$ cat src/plsp_pkg.sv
// shared constants, types and the line-length decode for the program-line sequencer
package plsp_pkg;
   // ---------------------------------------------------------------
   // program store geometry
   // ---------------------------------------------------------------
   localparam int NUM_LINES   = 26;
   localparam int MAX_STEPS   = 15;
   localparam int TOTAL_STEPS = 242;
   localparam int NUM_SEL     = 2;
   localparam int LINE_W      = 5;
   localparam int STEP_W      = 4;
   localparam logic [LINE_W-1:0] LAST_LINE = 5'h19;
   localparam logic [STEP_W-1:0] FIRST_STEP = 4'h0;

   // ---------------------------------------------------------------
   // line groups: first line index past each group, and its length
   // ---------------------------------------------------------------
   localparam logic [LINE_W-1:0] GRP_A_END = 5'h06;
   localparam logic [LINE_W-1:0] GRP_B_END = 5'h0a;
   localparam logic [LINE_W-1:0] GRP_C_END = 5'h0e;
   localparam logic [LINE_W-1:0] GRP_D_END = 5'h12;
   localparam logic [LINE_W-1:0] GRP_E_END = 5'h16;
   localparam logic [STEP_W-1:0] LEN_A     = 4'hf;
   localparam logic [STEP_W-1:0] LEN_B     = 4'hc;
   localparam logic [STEP_W-1:0] LEN_C     = 4'ha;
   localparam logic [STEP_W-1:0] LEN_D     = 4'h8;
   localparam logic [STEP_W-1:0] LEN_E     = 4'h5;
   localparam logic [STEP_W-1:0] LEN_F     = 4'h3;

   // ---------------------------------------------------------------
   // console key positions in the synchronised key vector
   // ---------------------------------------------------------------
   localparam int NUM_KEYS = 4;
   localparam int KEY_RUN  = 0;
   localparam int KEY_SS   = 1;
   localparam int KEY_ADV  = 2;
   localparam int KEY_HALT = 3;

   typedef enum logic [1:0] {
      PLSP_IDLE,
      PLSP_RUN,
      PLSP_HALT
   } plsp_state_e;

   // number of steps held by a line
   function automatic logic [STEP_W-1:0] plsp_line_len(input logic [LINE_W-1:0] ln);
      if (ln < GRP_A_END) return LEN_A;
      if (ln < GRP_B_END) return LEN_B;
      if (ln < GRP_C_END) return LEN_C;
      if (ln < GRP_D_END) return LEN_D;
      if (ln < GRP_E_END) return LEN_E;
      return LEN_F;
   endfunction
endpackage

$ cat src/plsp_key_if.sv
// synchronised console key levels and press pulses
`timescale 1ns/1ns
interface plsp_key_if #(parameter int N = 4);
   logic [N-1:0] held;
   logic [N-1:0] press;
   modport src (output held, output press);
   modport dst (input held, input press);
endinterface

$ cat src/plsp_key_sync.sv
// two-flop synchroniser and press detector for the console keys
`timescale 1ns/1ns
module plsp_key_sync #(
   parameter int N = 4
) (
   // clock and reset
   input  wire logic         i_ref_clk,
   input  wire logic         i_reset,
   // raw keys
   input  wire logic [N-1:0] i_key,
   // clean keys
   plsp_key_if.src           o_keys
);
   logic [N-1:0] meta;
   logic [N-1:0] sync;
   logic [N-1:0] prev;

   always_ff @(posedge i_ref_clk) begin
      if (i_reset) begin
         meta <= '0;
         sync <= '0;
         prev <= '0;
      end else begin
         meta <= i_key;
         sync <= meta;
         prev <= sync;
      end
   end

   assign o_keys.held  = sync;
   assign o_keys.press = sync & ~prev;
endmodule

$ cat src/plsp_sequencer.sv
// program-line sequencer and operator console logic
`timescale 1ns/1ns
module plsp_sequencer #(
   parameter int NUM_LINES = plsp_pkg::NUM_LINES,
   parameter int MAX_STEPS = plsp_pkg::MAX_STEPS
) (
   // clock and reset
   input  wire logic                         i_ref_clk,
   input  wire logic                         i_reset,
   // console keys (pins)
   input  wire logic                         i_run_begin_key,
   input  wire logic                         i_single_step_latch_key,
   input  wire logic                         i_step_advance_key,
   input  wire logic                         i_halt_key,
   // processor side
   input  wire logic                         i_line_sel_valid,
   input  wire logic [plsp_pkg::LINE_W-1:0]  i_line_sel,
   input  wire logic                         i_step_ready,
   input  wire logic                         i_bad_transfer,
   input  wire logic [plsp_pkg::NUM_SEL-1:0] i_sel_set,
   input  wire logic [plsp_pkg::NUM_SEL-1:0] i_sel_clear,
   output logic                              o_step_fire,
   output logic [plsp_pkg::STEP_W-1:0]       o_step_index,
   // console lamps
   output logic [NUM_LINES-1:0]              o_line_lamp,
   output logic [MAX_STEPS-1:0]              o_step_lamp,
   output logic [plsp_pkg::NUM_SEL-1:0]      o_selector_lamp,
   output logic                              o_run_begin_lamp,
   output logic                              o_single_step_lamp,
   output logic                              o_step_advance_lamp,
   output logic                              o_halt_lamp,
   output logic                              o_error_stop
);
   // ---------------------------------------------------------------
   // elaboration checks
   // ---------------------------------------------------------------
   if (NUM_LINES != plsp_pkg::NUM_LINES || MAX_STEPS != plsp_pkg::MAX_STEPS) begin : g_geom_chk
      $error("line geometry is fixed by the group table");
   end

   // ---------------------------------------------------------------
   // key synchronisation
   // ---------------------------------------------------------------
   plsp_key_if #(.N(plsp_pkg::NUM_KEYS)) kif ();

   plsp_key_sync #(.N(plsp_pkg::NUM_KEYS)) u_keys (
      .i_ref_clk (i_ref_clk),
      .i_reset   (i_reset),
      .i_key     ({i_halt_key, i_step_advance_key, i_single_step_latch_key, i_run_begin_key}),
      .o_keys    (kif.src)
   );

   wire run_press  = kif.press[plsp_pkg::KEY_RUN];
   wire ss_press   = kif.press[plsp_pkg::KEY_SS];
   wire adv_press  = kif.press[plsp_pkg::KEY_ADV];
   wire halt_press = kif.press[plsp_pkg::KEY_HALT];

   // ---------------------------------------------------------------
   // state
   // ---------------------------------------------------------------
   plsp_pkg::plsp_state_e                 state;
   plsp_pkg::plsp_state_e                 next_state;
   logic                                  line_active;
   logic [plsp_pkg::LINE_W-1:0]           active_line;
   logic [plsp_pkg::STEP_W-1:0]           step;
   logic                                  ss_latch;
   logic                                  step_mode;
   logic                                  power_fresh;
   logic                                  err;
   logic [plsp_pkg::NUM_SEL-1:0]          sel;

   // ---------------------------------------------------------------
   // decode
   // ---------------------------------------------------------------
   wire                          running   = (state == plsp_pkg::PLSP_RUN);
   wire [plsp_pkg::STEP_W-1:0]   cur_len   = plsp_pkg::plsp_line_len(active_line);
   wire                          last_step = (step == cur_len - 4'h1);
   wire                          sel_ok    = i_line_sel <= plsp_pkg::LAST_LINE;
   wire                          take_sel  = i_line_sel_valid & sel_ok & ~running;
   wire                          halt_evt  = running & (halt_press | i_bad_transfer);
   wire                          start_ok  = run_press & ~running & line_active & ~err;
   wire                          auto_fire = running & ~step_mode & i_step_ready & ~halt_evt;
   wire                          man_fire  = running & step_mode & ss_latch & adv_press & ~halt_evt;
   wire                          fire      = auto_fire | man_fire;
   wire                          line_end  = fire & last_step;
   wire                          sel_reset = run_press & power_fresh;

   always_comb begin
      next_state = state;
      unique case (state)
         plsp_pkg::PLSP_IDLE: if (start_ok) next_state = plsp_pkg::PLSP_RUN;
         plsp_pkg::PLSP_RUN: begin
            if (halt_evt) next_state = plsp_pkg::PLSP_HALT;
            else if (line_end) next_state = plsp_pkg::PLSP_IDLE;
         end
         plsp_pkg::PLSP_HALT: if (start_ok) next_state = plsp_pkg::PLSP_RUN;
      endcase
   end

   wire next_line_active = take_sel | (line_active & ~line_end);
   wire [plsp_pkg::LINE_W-1:0] next_line = take_sel ? i_line_sel : active_line;
   wire [plsp_pkg::STEP_W-1:0] next_step =
      (take_sel | start_ok | line_end) ? plsp_pkg::FIRST_STEP :
      fire ? step + 4'h1 : step;
   wire next_ss_latch  = ss_latch ^ ss_press;
   wire next_step_mode = (ss_press & ~ss_latch) | (step_mode & ~(adv_press & ~ss_latch));
   wire [plsp_pkg::NUM_SEL-1:0] next_sel =
      i_sel_set | (sel & ~i_sel_clear & {plsp_pkg::NUM_SEL{~sel_reset}});
   wire next_err = err | i_bad_transfer;

   function automatic logic [NUM_LINES-1:0] line_lamps(input logic act,
                                                       input logic [plsp_pkg::LINE_W-1:0] ln);
      logic [NUM_LINES-1:0] l;
      l = '1;
      if (act) l[ln] = 1'b0;
      return l;
   endfunction

   function automatic logic [MAX_STEPS-1:0] step_lamps(input logic [plsp_pkg::STEP_W-1:0] s);
      logic [MAX_STEPS-1:0] l;
      l = '1;
      l[s] = 1'b0;
      return l;
   endfunction

   // ---------------------------------------------------------------
   // registers
   // ---------------------------------------------------------------
   always_ff @(posedge i_ref_clk) begin
      if (i_reset) begin
         state       <= plsp_pkg::PLSP_IDLE;
         line_active <= 1'b0;
         active_line <= '0;
         step        <= plsp_pkg::FIRST_STEP;
         ss_latch    <= 1'b0;
         step_mode   <= 1'b0;
         power_fresh <= 1'b1;
         err         <= 1'b0;
         sel         <= '0;
      end else begin
         state       <= next_state;
         line_active <= next_line_active;
         active_line <= next_line;
         step        <= next_step;
         ss_latch    <= next_ss_latch;
         step_mode   <= next_step_mode;
         power_fresh <= power_fresh & ~run_press;
         err         <= next_err;
         sel         <= next_sel;
      end
   end

   // lamps follow the next state so they match the state registers, but the advance lamp and the run and halt key terms follow kif.held
   always_ff @(posedge i_ref_clk) begin
      if (i_reset) begin
         o_step_fire         <= 1'b0;
         o_step_index        <= plsp_pkg::FIRST_STEP;
         o_line_lamp         <= '1;
         o_step_lamp         <= step_lamps(plsp_pkg::FIRST_STEP);
         o_selector_lamp     <= '0;
         o_run_begin_lamp    <= 1'b0;
         o_single_step_lamp  <= 1'b0;
         o_step_advance_lamp <= 1'b0;
         o_halt_lamp         <= 1'b0;
         o_error_stop        <= 1'b0;
      end else begin
         o_step_fire         <= fire;
         o_step_index        <= next_step;
         o_line_lamp         <= line_lamps(next_line_active, next_line);
         o_step_lamp         <= step_lamps(next_step);
         o_selector_lamp     <= next_sel;
         o_run_begin_lamp    <= (next_state == plsp_pkg::PLSP_RUN) | kif.held[plsp_pkg::KEY_RUN];
         o_single_step_lamp  <= next_ss_latch;
         o_step_advance_lamp <= kif.held[plsp_pkg::KEY_ADV];
         o_halt_lamp         <= next_err | kif.held[plsp_pkg::KEY_HALT];
         o_error_stop        <= next_err;
      end
   end
endmodule

$ cat config.mk
export PLATFORM = sky130hd
export DESIGN_NAME = plsp_sequencer
export DESIGN_NICKNAME = d
export VERILOG_FILES = /design/src/plsp_pkg.sv /design/src/plsp_key_if.sv /design/src/plsp_key_sync.sv /design/src/plsp_sequencer.sv
export SDC_FILE = /design/constraint.sdc
export NUM_CORES = 1
export LEC_CHECK = 0
export BUFFER_PORTS_ARGS = -buffer_cell sky130_fd_sc_hd__buf_2
export CAP_MARGIN = 0
export CORE_MARGIN = 4
export CORE_UTILIZATION = 50
export CTS_CLUSTER_SIZE = 10
export DETAILED_ROUTE_END_ITERATION = 16
export PLACE_DENSITY = 0.78
export SLEW_MARGIN = 20
export SYNTH_ARGS = -nofsm -noshare
export SYNTH_HDL_FRONTEND = slang
export SYNTH_HIERARCHICAL = 1
export SYNTH_SLANG_ARGS = --single-unit
$ cat constraint.sdc
create_clock -name i_ref_clk -period 7.2 [get_ports i_ref_clk]
set_clock_uncertainty 0.2 [all_clocks]
set_input_delay 0.36 -clock i_ref_clk [delete_from_list [all_inputs] [get_ports i_ref_clk]]
set_output_delay 0.36 -clock i_ref_clk [all_outputs]
set_load 0.005 [all_outputs]
==> run metrics <==
Mapped Nets=roughly 370; Synth Flop Type=dfxtp_1; clock group share of total power=0.387; HPWL after detailed placement=approximately 5100 um; VDD IR max=0.000152 V; first-pass GRT wire length=~12000 um; worst slew pin tran=0.893 ns; Final Hold Vio Count=0; Yosys top cell area share=0.463; initial antenna violation count=0; die height=around 89 um; vias=~2700; PortBufs=70; ys async rst share=0; Die Wd=88.5 um; Leakage=approximately 1.5 nW; Internal Power=approximately 630 uW; postcts setup bufs=0; CORE AREA=roughly 6300 um2; DRC Markers=0; Critical Path Fanout Max=15; hold crit path type=primary input to flop; M1 GR Usage=0.239; row count=29; CTS Buf Count=9; Initial Util=0.513; hold buffers post-CTS=0; Layout area overhead=17.0%; # IOs=between 70 and 80; DRT iter0 DRCs=~290; max cap viols=0; number of synthesized flops with an enable pin=0; gpl congestion=about 0.93; Reg power frac=0.520; library cells used by synthesis=68; Clock Pin Slew Worst Setup and Hold Paths=0.08 ns; RSZ-0062 raised after global routing=false; Cells after Synth=347; CP Class=flop to flop; # H-tree levels=3; remaining global-route overflow=0; fin nets=430; vias in the first global route=between 2000 and 3000; Routed Antenna Nets=0; Tcrit/Tclk final=0.397; CTS Root Cell=clkbuf_8; P_sw=approximately 210 uW; slew margin rel.=0.403; final cell utilization of the core=0.601; placed cell area=roughly 3600 um2; drt pass-1 iters=4; post-route setup TNS=0 ns; cell accounting for the most synthesized area=dfxtp_1; met2 Resource Use GR=0.307; Worst EP required=7.28 ns; drt via density=~5.6; pwr dens=220 nW/um2; Yosys reg bits=75; Syn Area/Cell=roughly 9.3 um2; die area=about 7800 um2; final WL=around 7000 um; largest net degree at the start of global routing=34; fraction of layout cells with a size suffix above 1=0.295; GR peak layer=met2; met3 global-route usage=0.0503; Total Routing Usage GR=0.190; cts repair resizes=0; Startpoint Class=flop; Mapped Area=~3200 um2; Clock Latency Late Sink=~0.35 ns; fin. max-slew vios=0; final setup fails=0; Design Area, Final=~3800 um2; synth warn=6; clock period minus worst slack=roughly 2.9 ns; Combinational Power Share=0.093; # diodes=0; sw frac=0.250; critical path endpoint category=flop; CTS tree=yes; largest cells by area after synthesis=dfxtp_1, nor2_1, o21ai_0, nor3_1, nand3_1; Fmax=approximately 0.35 GHz; Bufs on Longest Clock Path=2; WL per Instance=approximately 14 um; CTS Sinks=75; outcome=completed; Critical Path AT=~2.9 ns; Seq/Total Area, Yosys=0.463
==> Yosys cell counts, drive strengths merged (4+ instances only) <==
master   n
nor3    20
clkbuf   6
xor2     4
a21oi   21
nor2    37
nand3   19
a21boi   4
buf     13
nor2b   17
dfxtp   75
inv      9
o21ai   24
nor4     4
o21bai   4
or3      4
nand2   16
a31oi    7
nand2b   5
==> worst paths after layout <==
kind / slack, ns / start / cells after the start / to
worst min register to register: 0.24 / u_keys/meta[1] / 1 / u_keys/o_keys.held[1]
worst min-delay path: 0.01 / i_run_begin_key / 2 / u_keys/meta[0]
worst max register to register: 4.34 / active_line[4] / 7 / o_step_index[1]
worst max-delay path: 4.34 / active_line[4] / 7 / o_step_index[1]
==> power by group through the flow <==
stage | sequential (mW) | combinational, mW | clock, mW
4_1_cts | 0.434 | 0.0776 | 0.332
3_5_place_dp | 0.443 | 0.0771 | 0
5_1_grt | 0.436 | 0.0864 | 0.351
2_1_floorplan | 0.439 | 0.0607 | 0
3_3_place_gp | 0.443 | 0.0748 | 0
6_report | 0.434 | 0.0776 | 0.323
==> state kept, by name, summed over array words and instances (netlist names) <==
signal	count
u_keys/prev	4
o_single_step_lamp	1
step_mode	1
state	2
o_step_lamp	15
active_line	5
o_halt_lamp	1
power_fresh	1
u_keys/o_keys.held	4
o_run_begin_lamp	1
o_selector_lamp	2
o_error_stop	1
o_step_fire	1
o_line_lamp	26
u_keys/meta	4
line_active	1
o_step_advance_lamp	1
o_step_index	4
==> metal layers <==
metal  vias up  share of wire
li1       1362              -
met1      1264           0.43
met2        97           0.48
met3         6          0.077
met4         0          0.013
met5         -              0
==> cell families (layout without fill, tap and decap cells) <==
group                    after synthesis  after routing  share of synthesized area
adder cells (fa/ha/maj)                3              3                     0.0116
XOR/XNOR                               7              7                     0.0212
buffers and inverters                 28             95                     0.0409
AND/OR/NAND/NOR                      140            140                      0.250
AO/OA/AOI/OAI                         90             90                      0.201
multiplexers                           4              4                     0.0127
flip-flops                            75             75                      0.463
==> worst max-delay path: stages (launching register included) <==
cell and delay, ns:
dfxtp_1 0.59, or3b_4 0.45, o22ai_1 0.16, ha_1 0.26, xnor2_1 0.32, a2111oi_4 0.09
a21oi_2 0.49, a21boi_1 0.23
==> through the flow <==
stage | power, mW | setup WS (ns) | hold WS (ns) | std cells
after global placement | 0.518 | 4.47 | 0.226 | 475
after global routing | 0.873 | 4.07 | 0.00681 | 491
after detailed placement | 0.521 | 4.36 | 0.221 | 475
after floorplan | 0.500 | 4.82 | 0.215 | 347
after CTS | 0.843 | 4.36 | 0.000773 | 491
final | 0.835 | 4.34 | 0.0146 | 491
==> layout make-up <==
cell class                 count  area [um2]
clock inverter                 5        62.6
fill                         569        2520
clock buffer                  11         141
multi-input combinational    244        1610
sequential                    75        1500
tap                           77        96.3
timing repair buffer          70         350
inverter                       9        33.8
==> cell usage in the layout, fill, tap and decap left out, types with 3 or more instances in the layout <==
| master | count |
|---|---|
| dfxtp_1 | 75 |
| buf_2 | 70 |
| nor2_1 | 36 |
| o21ai_0 | 22 |
| nor3_1 | 20 |
| nand3_1 | 18 |
| nand2_1 | 15 |
| a21oi_1 | 14 |
| clkbuf_8 | 10 |
| inv_1 | 9 |
| nor2b_2 | 8 |
| nor2b_1 | 7 |
| a31oi_1 | 7 |
| a21oi_2 | 7 |
| nand2b_1 | 5 |
| or3_1 | 4 |
| xor2_1 | 4 |
| o21bai_1 | 4 |
| mux2i_1 | 3 |
| and2_1 | 3 |
| ha_1 | 3 |
Power figures use the tool's default switching activity.
